`src/rtl/ebc_pkg.sv`:
```
// package: constants of the emulator break comparator
package ebc_pkg;
	localparam int EBC_PC_W    = 12;
	localparam int EBC_RA_W    = 12;
	localparam int EBC_XY_W    = 12;
	localparam int EBC_SLOTS   = 8;
	localparam int EBC_ADDR_W  = 8;

	// apb byte offsets
	localparam logic [7:0] EBC_OFF_CTRL   = 8'h00;
	localparam logic [7:0] EBC_OFF_CMD    = 8'h04;
	localparam logic [7:0] EBC_OFF_PC_LO  = 8'h08;
	localparam logic [7:0] EBC_OFF_PC_HI  = 8'h0c;
	localparam logic [7:0] EBC_OFF_RAM    = 8'h10;
	localparam logic [7:0] EBC_OFF_REG_AB = 8'h14;
	localparam logic [7:0] EBC_OFF_REG_XY = 8'h18;
	localparam logic [7:0] EBC_OFF_MASK   = 8'h1c;
	localparam logic [7:0] EBC_OFF_STATUS = 8'h20;
	localparam logic [7:0] EBC_OFF_IRQ_ST = 8'h24;
	localparam logic [7:0] EBC_OFF_IRQ_MK = 8'h28;

	// command codes written to the command register
	localparam logic [3:0] EBC_CMD_PC_ADD   = 4'h1;
	localparam logic [3:0] EBC_CMD_PC_CLR   = 4'h2;
	localparam logic [3:0] EBC_CMD_RAM_SET  = 4'h3;
	localparam logic [3:0] EBC_CMD_RAM_CLR  = 4'h4;
	localparam logic [3:0] EBC_CMD_REG_SET  = 4'h5;
	localparam logic [3:0] EBC_CMD_REG_CLR  = 4'h6;
	localparam logic [3:0] EBC_CMD_COMB_SET = 4'h7;
	localparam logic [3:0] EBC_CMD_COMB_CLR = 4'h8;
	localparam logic [3:0] EBC_CMD_CLR_ALL  = 4'h9;

	// ram condition field positions
	localparam int EBC_RAM_DATA_LSB = 12;
	localparam int EBC_RAM_MASK_LSB = 16;
	localparam int EBC_RAM_DIR_LSB  = 20;
	localparam logic [1:0] EBC_DIR_ANY   = 2'h0;
	localparam logic [1:0] EBC_DIR_READ  = 2'h1;
	localparam logic [1:0] EBC_DIR_WRITE = 2'h2;

	// register condition field positions: a, b, flags {i,d,z,c}
	localparam int EBC_REG_B_LSB  = 4;
	localparam int EBC_REG_FL_LSB = 8;
	localparam int EBC_REG_Y_LSB  = 16;

	// mask bits: a, b, i, d, z, c, x, y, pc, ram address (combined only)
	localparam int EBC_MSK_W    = 10;
	localparam int EBC_MSK_PC   = 8;
	localparam int EBC_MSK_ADDR = 9;

	// irq bits
	localparam int EBC_IRQ_W     = 2;
	localparam int EBC_IRQ_BREAK = 0;
	localparam int EBC_IRQ_FULL  = 1;

	localparam logic [31:0] EBC_RST_WORD = 32'h0000_0000;
endpackage

```
`src/rtl/ebc_break_comparator.sv`:
```
// file: break comparator top with apb registers and interrupt
//
// The APB interface to the registers and the placing of the registers were chosen for this implementation.
`timescale 1ns/10ps
//Contract
// [RULE_01] pc set holds single addresses and inclusive ranges; match breaks
// [RULE_02] adding pc entries keeps earlier entries until cleared
// [RULE_03] pc clear removes entries; clearing unknown addresses raises no error
// [RULE_04] on resume, pc set is cleared or kept per resume-clear option
// [RULE_05] ram match needs address, data and direction to agree on one access
// [RULE_06] ram data pattern has a per-bit don't-care mask
// [RULE_07] one ram condition, may stay armed with pc and register conditions
// [RULE_08] each clear command disarms only its own condition
// [RULE_09] register match on a, b, four flags, x, y; each maskable
// [RULE_10] one register condition, may coexist with pc and ram conditions
// [RULE_11] register compare never stalls the cpu
// [RULE_12] x and y compare values take any 12-bit value
// [RULE_13] combined condition breaks only when pc, ram and registers all match
// [RULE_14] arming combined disarms pc, ram and register conditions
// [RULE_15] arming pc, ram or register disarms the combined condition
// [RULE_16] one combined condition; every field including pc is maskable
// [RULE_17] combined condition fires only on instructions accessing data memory
// [RULE_18] clear-all disarms every condition but keeps mode settings
// [RULE_19] all armed condition hits are ored into one break request
module ebc_break_comparator
	import ebc_pkg::*;
#(
	parameter int SLOTS = EBC_SLOTS
) (
	input  wire logic                  clk_in,
	input  wire logic                  resetn_in,
	input  wire logic                  psel_in,
	input  wire logic                  penable_in,
	input  wire logic                  pwrite_in,
	input  wire logic [EBC_ADDR_W-1:0] paddr_in,
	input  wire logic [31:0]           pwdata_in,
	output logic      [31:0]           prdata_out,
	output logic                       pready_out,
	output logic                       pslverr_out,
	input  wire logic                  cpu_step_in,
	input  wire logic                  cpu_resume_in,
	input  wire logic [EBC_PC_W-1:0]   cpu_pc_in,
	input  wire logic                  ram_access_in,
	input  wire logic                  ram_write_in,
	input  wire logic [EBC_RA_W-1:0]   ram_addr_in,
	input  wire logic [3:0]            ram_data_in,
	input  wire logic [3:0]            reg_a_in,
	input  wire logic [3:0]            reg_b_in,
	input  wire logic                  interrupt_flag_in,
	input  wire logic                  decimal_flag_in,
	input  wire logic                  zero_flag_in,
	input  wire logic                  carry_flag_in,
	input  wire logic [EBC_XY_W-1:0]   reg_x_in,
	input  wire logic [EBC_XY_W-1:0]   reg_y_in,
	output logic                       break_req_out,
	output logic                       irq_out
);
	typedef struct packed {
		logic                 resume_clear_select;
		logic [EBC_PC_W-1:0]  pc_lo;
		logic [EBC_PC_W-1:0]  pc_hi;
		logic [21:0]          ram_cond;
		logic [11:0]          reg_ab;
		logic [27:0]          reg_xy;
		logic [EBC_MSK_W-1:0] mask;
		logic                 ram_arm;
		logic                 reg_arm;
		logic                 comb_arm;
		logic [EBC_IRQ_W-1:0] irq_st;
		logic [EBC_IRQ_W-1:0] irq_mk;
		logic [31:0]          prdata;
		logic                 pready;
		logic                 pslverr;
		logic                 brk;
		logic                 irq;
	} ebc_state_t;

	ebc_state_t          q, d;
	logic                access;
	logic                fire_wr;
	logic [3:0]          cmd;
	logic                cmd_go;
	logic                pc_add;
	logic                pc_clr;
	logic                pc_flush;
	logic                pc_match;
	logic                pc_any;
	logic                pc_full;
	logic                ram_hit;
	logic                addr_eq;
	logic                ram_rest;
	logic                reg_hit;
	logic                comb_hit;
	logic                pc_hit;
	logic [7:0]          reg_eq;
	logic [3:0]          dmask;
	logic [1:0]          dir;
	logic [31:0]         rd_val;
	logic                rd_ok;

	assign access  = psel_in && penable_in;
	// writes land at the edge where pready is seen high, as the bus expects
	assign fire_wr = access && q.pready && pwrite_in;
	assign cmd_go  = fire_wr && paddr_in == EBC_OFF_CMD;
	assign cmd     = pwdata_in[3:0];

	assign pc_add   = cmd_go && cmd == EBC_CMD_PC_ADD; // [RULE_02]
	assign pc_clr   = cmd_go && cmd == EBC_CMD_PC_CLR; // [RULE_03]
	assign pc_flush = (cmd_go && (cmd == EBC_CMD_COMB_SET || cmd == EBC_CMD_CLR_ALL)) // [RULE_14] [RULE_18]
	                || (cpu_resume_in && q.resume_clear_select); // [RULE_04]

	ebc_pc_table #(
		.SLOTS (SLOTS),
		.PC_W  (EBC_PC_W)
	) u_pc_table (
		.clk_in    (clk_in),
		.resetn_in (resetn_in),
		.add_in    (pc_add),
		.clr_in    (pc_clr),
		.flush_in  (pc_flush),
		.lo_in     (q.pc_lo),
		.hi_in     (q.pc_hi),
		.pc_in     (cpu_pc_in),
		.match_out (pc_match),
		.any_out   (pc_any),
		.full_out  (pc_full)
	);

	// ram access compare shared by the ram and combined conditions
	assign dmask   = q.ram_cond[EBC_RAM_MASK_LSB +: 4];
	assign dir     = q.ram_cond[EBC_RAM_DIR_LSB +: 2];
	assign addr_eq  = ram_addr_in == q.ram_cond[EBC_RA_W-1:0]; // [RULE_05]
	assign ram_rest = ram_access_in // [RULE_05]
	                && ((ram_data_in ^ q.ram_cond[EBC_RAM_DATA_LSB +: 4]) & ~dmask) == 4'h0 // [RULE_06]
	                && (dir == EBC_DIR_ANY || (dir == EBC_DIR_WRITE) == ram_write_in);
	assign ram_hit  = ram_rest && addr_eq;

	// pure combinational compare, so the cpu never waits on it
	assign reg_eq[0] = reg_a_in == q.reg_ab[3:0]; // [RULE_11]
	assign reg_eq[1] = reg_b_in == q.reg_ab[EBC_REG_B_LSB +: 4];
	assign reg_eq[2] = interrupt_flag_in == q.reg_ab[EBC_REG_FL_LSB + 3];
	assign reg_eq[3] = decimal_flag_in == q.reg_ab[EBC_REG_FL_LSB + 2];
	assign reg_eq[4] = zero_flag_in == q.reg_ab[EBC_REG_FL_LSB + 1];
	assign reg_eq[5] = carry_flag_in == q.reg_ab[EBC_REG_FL_LSB];
	assign reg_eq[6] = reg_x_in == q.reg_xy[EBC_XY_W-1:0]; // [RULE_12]
	assign reg_eq[7] = reg_y_in == q.reg_xy[EBC_REG_Y_LSB +: EBC_XY_W]; // [RULE_12]
	assign reg_hit   = &(reg_eq | q.mask[7:0]); // [RULE_09]

	assign pc_hit   = cpu_step_in && pc_match; // [RULE_01]
	// address mask only for the combined condition; the ram condition keeps one fixed address
	assign comb_hit = ram_rest && reg_hit // [RULE_13] [RULE_17]
	                && (addr_eq || q.mask[EBC_MSK_ADDR]) // [RULE_16]
	                && (q.mask[EBC_MSK_PC] || cpu_pc_in == q.pc_lo); // [RULE_16]

	always_comb begin
		rd_ok  = 1'b1;
		rd_val = EBC_RST_WORD;
		if (paddr_in == EBC_OFF_CTRL) begin
			rd_val[0] = q.resume_clear_select;
		end else if (paddr_in == EBC_OFF_CMD) begin
			rd_val = EBC_RST_WORD;
		end else if (paddr_in == EBC_OFF_PC_LO) begin
			rd_val[EBC_PC_W-1:0] = q.pc_lo;
		end else if (paddr_in == EBC_OFF_PC_HI) begin
			rd_val[EBC_PC_W-1:0] = q.pc_hi;
		end else if (paddr_in == EBC_OFF_RAM) begin
			rd_val[21:0] = q.ram_cond;
		end else if (paddr_in == EBC_OFF_REG_AB) begin
			rd_val[11:0] = q.reg_ab;
		end else if (paddr_in == EBC_OFF_REG_XY) begin
			rd_val[27:0] = q.reg_xy;
		end else if (paddr_in == EBC_OFF_MASK) begin
			rd_val[EBC_MSK_W-1:0] = q.mask;
		end else if (paddr_in == EBC_OFF_STATUS) begin
			rd_val[4:0] = {pc_full, q.comb_arm, q.reg_arm, q.ram_arm, pc_any};
		end else if (paddr_in == EBC_OFF_IRQ_ST) begin
			rd_val[EBC_IRQ_W-1:0] = q.irq_st;
		end else if (paddr_in == EBC_OFF_IRQ_MK) begin
			rd_val[EBC_IRQ_W-1:0] = q.irq_mk;
		end else begin
			rd_ok = 1'b0;
		end
	end

	always_comb begin
		d = q;
		// one wait state: pready rises in the second access cycle
		d.pready  = access && !q.pready;
		d.pslverr = access && !q.pready && !rd_ok;
		if (access && !q.pready) begin
			d.prdata = pwrite_in ? EBC_RST_WORD : rd_val;
		end
		if (fire_wr) begin
			if (paddr_in == EBC_OFF_CTRL) begin
				d.resume_clear_select = pwdata_in[0]; // [RULE_04]
			end else if (paddr_in == EBC_OFF_PC_LO) begin
				d.pc_lo = pwdata_in[EBC_PC_W-1:0];
			end else if (paddr_in == EBC_OFF_PC_HI) begin
				d.pc_hi = pwdata_in[EBC_PC_W-1:0];
			end else if (paddr_in == EBC_OFF_RAM) begin
				d.ram_cond = pwdata_in[21:0];
			end else if (paddr_in == EBC_OFF_REG_AB) begin
				d.reg_ab = pwdata_in[11:0];
			end else if (paddr_in == EBC_OFF_REG_XY) begin
				d.reg_xy = pwdata_in[27:0]; // [RULE_12]
			end else if (paddr_in == EBC_OFF_MASK) begin
				d.mask = pwdata_in[EBC_MSK_W-1:0]; // [RULE_16]
			end else if (paddr_in == EBC_OFF_IRQ_ST) begin
				d.irq_st = q.irq_st & ~pwdata_in[EBC_IRQ_W-1:0];
			end else if (paddr_in == EBC_OFF_IRQ_MK) begin
				d.irq_mk = pwdata_in[EBC_IRQ_W-1:0];
			end
		end
		if (cmd_go) begin
			case (cmd)
				EBC_CMD_PC_ADD: begin
					d.comb_arm = 1'b0; // [RULE_15]
				end
				EBC_CMD_RAM_SET: begin
					d.ram_arm  = 1'b1; // [RULE_07]
					d.comb_arm = 1'b0; // [RULE_15]
				end
				EBC_CMD_RAM_CLR: begin
					d.ram_arm = 1'b0; // [RULE_08]
				end
				EBC_CMD_REG_SET: begin
					d.reg_arm  = 1'b1; // [RULE_10]
					d.comb_arm = 1'b0; // [RULE_15]
				end
				EBC_CMD_REG_CLR: begin
					d.reg_arm = 1'b0; // [RULE_08]
				end
				EBC_CMD_COMB_SET: begin
					d.comb_arm = 1'b1; // [RULE_14]
					d.ram_arm  = 1'b0;
					d.reg_arm  = 1'b0;
				end
				EBC_CMD_COMB_CLR: begin
					d.comb_arm = 1'b0; // [RULE_08]
				end
				EBC_CMD_CLR_ALL: begin
					d.ram_arm  = 1'b0; // [RULE_18]
					d.reg_arm  = 1'b0;
					d.comb_arm = 1'b0;
				end
				default: begin
					d.comb_arm = q.comb_arm;
				end
			endcase
		end
		// registered request: the break shows one cycle after the matching cycle
		d.brk = pc_hit || (q.ram_arm && ram_hit) // [RULE_19]
		      || (q.reg_arm && cpu_step_in && reg_hit) || (q.comb_arm && comb_hit);
		// events win over a same-cycle write-one clear
		if (d.brk) begin
			d.irq_st[EBC_IRQ_BREAK] = 1'b1;
		end
		if (pc_add && pc_full) begin
			d.irq_st[EBC_IRQ_FULL] = 1'b1;
		end
		d.irq = |(d.irq_st & d.irq_mk);
	end

	always_ff @(posedge clk_in) begin
		if (!resetn_in) begin
			q <= '0;
		end else begin
			q <= d;
		end
	end

	assign prdata_out    = q.prdata;
	assign pready_out    = q.pready;
	assign pslverr_out   = q.pslverr;
	assign break_req_out = q.brk;
	assign irq_out       = q.irq;

	property p_pc_break;
		@(posedge clk_in) disable iff (!resetn_in)
		(cpu_step_in && pc_match) |=> break_req_out;
	endproperty
	a_pc_break: assert property (p_pc_break) else $error("pc match gave no break"); // [RULE_01]

	property p_clr_quiet;
		@(posedge clk_in) disable iff (!resetn_in)
		pc_clr |=> $stable(q.irq_st[EBC_IRQ_FULL]);
	endproperty
	a_clr_quiet: assert property (p_clr_quiet) else $error("pc clear raised an error flag"); // [RULE_03]

	property p_resume_clear;
		@(posedge clk_in) disable iff (!resetn_in)
		(cpu_resume_in && q.resume_clear_select) |=> !pc_any;
	endproperty
	a_resume_clear: assert property (p_resume_clear) else $error("pc set survived resume clear"); // [RULE_04]

	property p_ram_break;
		@(posedge clk_in) disable iff (!resetn_in)
		(q.ram_arm && ram_access_in && ram_addr_in == q.ram_cond[EBC_RA_W-1:0]
		 && ((ram_data_in ^ q.ram_cond[EBC_RAM_DATA_LSB +: 4]) & ~dmask) == 4'h0
		 && dir == EBC_DIR_ANY) |=> break_req_out;
	endproperty
	a_ram_break: assert property (p_ram_break) else $error("ram match gave no break"); // [RULE_05]

	property p_reg_break;
		@(posedge clk_in) disable iff (!resetn_in)
		(q.reg_arm && cpu_step_in && q.mask[7:0] == 8'hff) |=> break_req_out ##0 q.irq_st[EBC_IRQ_BREAK];
	endproperty
	a_reg_break: assert property (p_reg_break) else $error("masked register condition gave no break"); // [RULE_09]

	property p_comb_disarms;
		@(posedge clk_in) disable iff (!resetn_in)
		(cmd_go && cmd == EBC_CMD_COMB_SET) |=> q.comb_arm && !q.ram_arm && !q.reg_arm && !pc_any;
	endproperty
	a_comb_disarms: assert property (p_comb_disarms) else $error("combined arm left others armed"); // [RULE_14]

	property p_arm_drops_comb;
		@(posedge clk_in) disable iff (!resetn_in)
		(cmd_go && (cmd == EBC_CMD_PC_ADD || cmd == EBC_CMD_RAM_SET || cmd == EBC_CMD_REG_SET))
		|=> !q.comb_arm;
	endproperty
	a_arm_drops_comb: assert property (p_arm_drops_comb) else $error("combined stayed armed"); // [RULE_15]

	property p_comb_needs_ram;
		@(posedge clk_in) disable iff (!resetn_in)
		(q.comb_arm && !ram_access_in) |=> !break_req_out;
	endproperty
	a_comb_needs_ram: assert property (p_comb_needs_ram) else $error("combined broke without ram access"); // [RULE_17]

	property p_clear_all;
		@(posedge clk_in) disable iff (!resetn_in)
		(cmd_go && cmd == EBC_CMD_CLR_ALL)
		|=> !q.ram_arm && !q.reg_arm && !q.comb_arm && !pc_any && $stable(q.resume_clear_select);
	endproperty
	a_clear_all: assert property (p_clear_all) else $error("clear all left a condition armed"); // [RULE_18]

	property p_irq_level;
		@(posedge clk_in) disable iff (!resetn_in)
		(break_req_out && q.irq_mk[EBC_IRQ_BREAK]) |-> irq_out;
	endproperty
	a_irq_level: assert property (p_irq_level) else $error("unmasked break gave no interrupt");

	c_pc_break: cover property (@(posedge clk_in) disable iff (!resetn_in) cpu_step_in && pc_match);
	c_ram_break: cover property (@(posedge clk_in) disable iff (!resetn_in) q.ram_arm && ram_hit);
	c_comb_break: cover property (@(posedge clk_in) disable iff (!resetn_in) q.comb_arm && comb_hit);
	c_table_full: cover property (@(posedge clk_in) disable iff (!resetn_in) pc_add && pc_full);
	c_comb_anyaddr: cover property (@(posedge clk_in) disable iff (!resetn_in) q.comb_arm && comb_hit && !addr_eq);
endmodule

```
`src/rtl/ebc_pc_table.sv`:
```
// file: pc match set of single addresses and inclusive ranges
`timescale 1ns/10ps
module ebc_pc_table
	import ebc_pkg::*;
#(
	parameter int SLOTS = EBC_SLOTS,
	parameter int PC_W  = EBC_PC_W
) (
	input  wire logic            clk_in,
	input  wire logic            resetn_in,
	input  wire logic            add_in,
	input  wire logic            clr_in,
	input  wire logic            flush_in,
	input  wire logic [PC_W-1:0] lo_in,
	input  wire logic [PC_W-1:0] hi_in,
	input  wire logic [PC_W-1:0] pc_in,
	output logic                 match_out,
	output logic                 any_out,
	output logic                 full_out
);
	typedef struct packed {
		logic [SLOTS-1:0]           vld;
		logic [SLOTS-1:0][PC_W-1:0] lo;
		logic [SLOTS-1:0][PC_W-1:0] hi;
	} ebc_tab_t;

	ebc_tab_t         q, d;
	logic [SLOTS-1:0] hit;
	logic [SLOTS-1:0] gone;
	logic [SLOTS-1:0] free_one;

	genvar gi;
	generate
		for (gi = 0; gi < SLOTS; gi++) begin : g_slot
			assign hit[gi]  = q.vld[gi] && pc_in >= q.lo[gi] && pc_in <= q.hi[gi]; // [RULE_01]
			// entries fully inside the clear range go; unknown ones are simply ignored
			assign gone[gi] = clr_in && q.lo[gi] >= lo_in && q.hi[gi] <= hi_in; // [RULE_03]
			if (gi == 0) begin : g_first
				assign free_one[gi] = ~q.vld[gi];
			end else begin : g_rest
				assign free_one[gi] = ~q.vld[gi] && (&q.vld[gi-1:0]);
			end
		end
	endgenerate

	always_comb begin
		d = q;
		d.vld = q.vld & ~gone;
		if (add_in) begin
			for (int i = 0; i < SLOTS; i++) begin
				if (free_one[i]) begin
					d.vld[i] = 1'b1; // [RULE_02]
					d.lo[i]  = lo_in;
					d.hi[i]  = (hi_in < lo_in) ? lo_in : hi_in;
				end
			end
		end
		if (flush_in) begin
			d.vld = '0;
		end
	end

	always_ff @(posedge clk_in) begin
		if (!resetn_in) begin
			q <= '0;
		end else begin
			q <= d;
		end
	end

	assign match_out = |hit;
	assign any_out   = |q.vld;
	assign full_out  = &q.vld;

	property p_add_keeps;
		@(posedge clk_in) disable iff (!resetn_in)
		(any_out && !clr_in && !flush_in) |=> any_out;
	endproperty
	a_add_keeps: assert property (p_add_keeps) else $error("armed pc entry lost without a clear"); // [RULE_02]

	property p_add_fills;
		@(posedge clk_in) disable iff (!resetn_in)
		(add_in && !full_out && !flush_in) |=> any_out;
	endproperty
	a_add_fills: assert property (p_add_fills) else $error("pc add did not arm an entry"); // [RULE_01]
endmodule

```
`config.mk`:
```
export PLATFORM = sky130hd
export DESIGN_NAME = ebc_break_comparator
export DESIGN_NICKNAME = d
export VERILOG_FILES = /design/src/rtl/ebc_pkg.sv /design/src/rtl/ebc_break_comparator.sv /design/src/rtl/ebc_pc_table.sv
export SDC_FILE = /design/constraint.sdc
export NUM_CORES = 1
export LEC_CHECK = 0
export BUFFER_PORTS_ARGS = -buffer_cell sky130_fd_sc_hd__buf_2
export CORE_MARGIN = 2
export CORE_UTILIZATION = 24
export CTS_CLUSTER_SIZE = 16
export DETAILED_ROUTE_END_ITERATION = 8
export PLACE_DENSITY = 0.44
export SLEW_MARGIN = 20
export SYNTH_ARGS = -nofsm -noshare
export SYNTH_HDL_FRONTEND = slang
export SYNTH_HIERARCHICAL = 1
export SYNTH_SLANG_ARGS = --single-unit
```
`constraint.sdc`:
```
create_clock -name clk_in -period 9 [get_ports clk_in]
set_input_delay 1.8 -clock clk_in [delete_from_list [all_inputs] [get_ports clk_in]]
set_output_delay 1.8 -clock clk_in [all_outputs]
set_load 0.005 [all_outputs]
```
==> impl_metrics.yaml <==
outcome:
  status: "completed"
drt:
  ant_nets: 0
  via_count: 19970
  routed_wl_mm: 86.38
  dr.first_iter.drc_count: 1346
  drt-pass1-iter-count: 5
  wl_per_cell_um: 20.88
  drcViolationCount: 0
  viasPerCell: 4.828
global_route:
  overflow: 0
  grt_pass1_vias: 19670
  grt_max_degree: 92
  antenna_found_initial: 4
  grtUsageTotal_pct: 17.38
  grt_pass1_wl_mm: 128.4
setup_path:
  rr_worst_depth: 9
  cp.buffers_inverters: 3
  cp_max_fo: 25
  crit_path_start_kind: "input pin"
  path_cells: "buf_2, or4_1, nor2_1, and3_1, inv_1, or3_1, nor3b_4, buf_4, o21ai_0, a21oi_2"
  worstSetupPathType: "in -> reg"
  crit_family: "simple AND/OR/NAND/NOR gates"
  required_ns: 9.53
  worstPathArrival_ns: 5.59
  cp_num_cells: 10
  end_kind: "flip-flop"
  cp_slowest_cell: "or4_1"
  crit_path_max_incr_delay_ns: 0.74
sta:
  rsz0062_at_grt: "false"
  period_minus_slack_ns: 5.054
  tightest_slew_ns: 1.091
  hold_viol: 0
  relSlewSlack_pct: 26.72
  whs_ns: 0.4532
  setup_tns_ns: 0
  final.setup.worst_slack_ns: 3.946
  drv_slew: 0
  max_freq_ghz: 0.1979
  skew_ns: 0.02437
  setup_viol_count_final: 0
  post-route-period-util_pct: 56.15
pwr:
  ir_drop_v: 0.0001394
  p_clk_share_pct: 51.1
  sequentialPowerShare_pct: 42.1
  p_int_w: 0.002631
  p_sw_share_pct: 25.55
  pwr-share-comb_pct: 6.8
  p_leak_nw: 10.12
  powerDensity_nw_per_um2: 134.8
  p_switching_w: 0.0009029
synthesis:
  netlist_instances: 2756
  synth_largest_area_cell: "dfxtp_1"
  synthDistinctLibCells: 83
  synth_top_area_share_pct: 29.45
  yosysWarnings: 6
  synthFlopType: "dfxtp_1"
  syn_area_per_cell_um2: 8.288
  synth_commonest_cells: "395 x ha_1, 356 x nand2_1, 351 x a21oi_1, 336 x dfxtp_1, 230 x inv_1"
  synth-edff-count: 0
  synth-async-reset-ratio_pct: 0
  yosysSeqAreaShare_pct: 29.45
  post-synth-top-count-cell: "ha_1"
  ys_ff_latch: 336
  synth_area_um2: 22840
  synthTopCellsByArea: "dfxtp_1 29%, ha_1 22%, a21oi_1 7.7%"
clock_network:
  clock_sinks: 336
  ctsHoldBuffers: 0
  post-cts-setup-buffer-count: 0
  insertion_delay_ns: 0.60
  clk_pin_slew_ns: 0.06
  cts_buffer_depth: 3
  root_buffer: "clkbuf_16"
  cts_buffers: 43
  ctsResizeCount: 0
  cts_htree_levels: 2
  tritoncts: "built"
die:
  die_x_um: 312.5
  dieArea_um2: 97650
  core_region_area_um2: 94590
  num_rows: 113
  num_io_pins: 149
  start_util_pct: 24.15
  die_h_um: 312.5
cells_and_area:
  layout-drive-gt1-share_pct: 10.98
  nets: 3346
  synthToLayoutAreaGrowth_pct: 14.80
  fin_area_um2: 26220
place:
  io_buffers: 140
  gp_congestion: 0.8070
  dp_hpwl_mm: 58.40
  place_ws_ns: 3.350
  placed_area_um2: 24770
job:
  drv_cap: 0
hold_path:
  worstHoldPathCells: 2
  hold_class: "reg -> reg"
==> placed cells by master, fill, tap and decap left out, types with 11 or more instances in the layout <==
cell type and instances:
a22oi_1 19, nand3_1 35, nor2_1 115, a211oi_1 33, o211ai_1 21, xor2_1 48, ha_1 395, dfxtp_1 336
nand4_1 76, a21o_1 75, nor2b_1 28, a31oi_1 17, xnor2_1 16, clkbuf_16 43, buf_2 140, o22ai_1 12
a2111oi_0 11, nand2_1 356, nor3_1 13, inv_1 229, nor4_1 21, buf_4 43, clkbuf_8 11, nand2b_1 20
o21a_1 23, a21oi_1 351, mux2i_1 47, o21ai_0 155
==> power groups by stage <==
| stage | registers, W | clock network (W) | logic (W) |
|---|---|---|---|
| after floorplan | 0.00152 | 0 | 0.000126 |
| after global placement | 0.00152 | 0 | 0.000239 |
| after detailed placement | 0.00152 | 0 | 0.000240 |
| after CTS | 0.00149 | 0.00185 | 0.000241 |
| after global routing | 0.00149 | 0.00190 | 0.000268 |
| final | 0.00149 | 0.00181 | 0.000240 |
==> layer usage <==
layer	up-vias	global-route usage [%]	part of all wire, %
met5	-	0	0.015
met4	2	4.404	2.2
met3	104	1.858	3.3
met2	320	30.25	48
met1	9569	22.85	46
li1	9972	-	-
==> registers in the layout, indices dropped and copies added, names as in the netlist <==
signal and count:
pready_out 1, dmask 4, dir 2, break_req_out 1, irq_out 1, prdata_out 28, q 98, u_pc_table/q 200
pslverr_out 1
==> metrics by stage <==
step                power, W  instances  utilization (%)
finish              0.003534       4136            27.72
detailed placement  0.001761       4058            26.19
global route        0.003660       4136            27.72
floorplan           0.001647       2759                -
global placement    0.001760       4058            26.19
CTS                 0.003584       4134            27.71
==> worst paths after layout <==
| check | slack [ns] | startpoint | to |
|---|---|---|---|
| worst max register to register | 5.24 | pready_out | u_pc_table/q[83] |
| worst min register to register | 0.45 | prdata_out[11] | prdata_out[11] |
| worst min-delay path | 0.45 | prdata_out[11] | prdata_out[11] |
| worst max-delay path | 3.95 | paddr_in[7] | u_pc_table/q[83] |
==> cell families after synthesis <==
family / after synthesis / synth area share, %
other: 1 / 0.01642
multiplexers: 59 / 3.133
adder cells (fa/ha/maj): 395 / 21.64
AND/OR/NAND/NOR: 729 / 15.11
buffers and inverters: 380 / 7.028
AO/OA/AOI/OAI: 792 / 21.17
flip-flops: 336 / 29.45
XOR/XNOR: 64 / 2.454
==> layout make-up <==
cell class              instances  area (µm²)
clock inverters                12       171.4
diodes                          2       5.005
fillers                     10230       68370
well taps                    1265        1583
clock buffers                  64        1265
inverters                     231       870.8
multi-input cells            2043       14580
repair buffers                183        1023
flip-flops and latches        336        6726
==> worst register-to-register path, cell delays in order, from the launching register on <==
cell     delay (ns)
dfxtp_1        0.42
nand4_1        0.36
nor2_1         0.42
and3_1         0.46
inv_1          0.16
or3_1          0.55
nor3b_4        0.61
buf_4          0.41
o21ai_0        0.16
a21oi_2        0.17
Power figures use the tool's default switching activity.
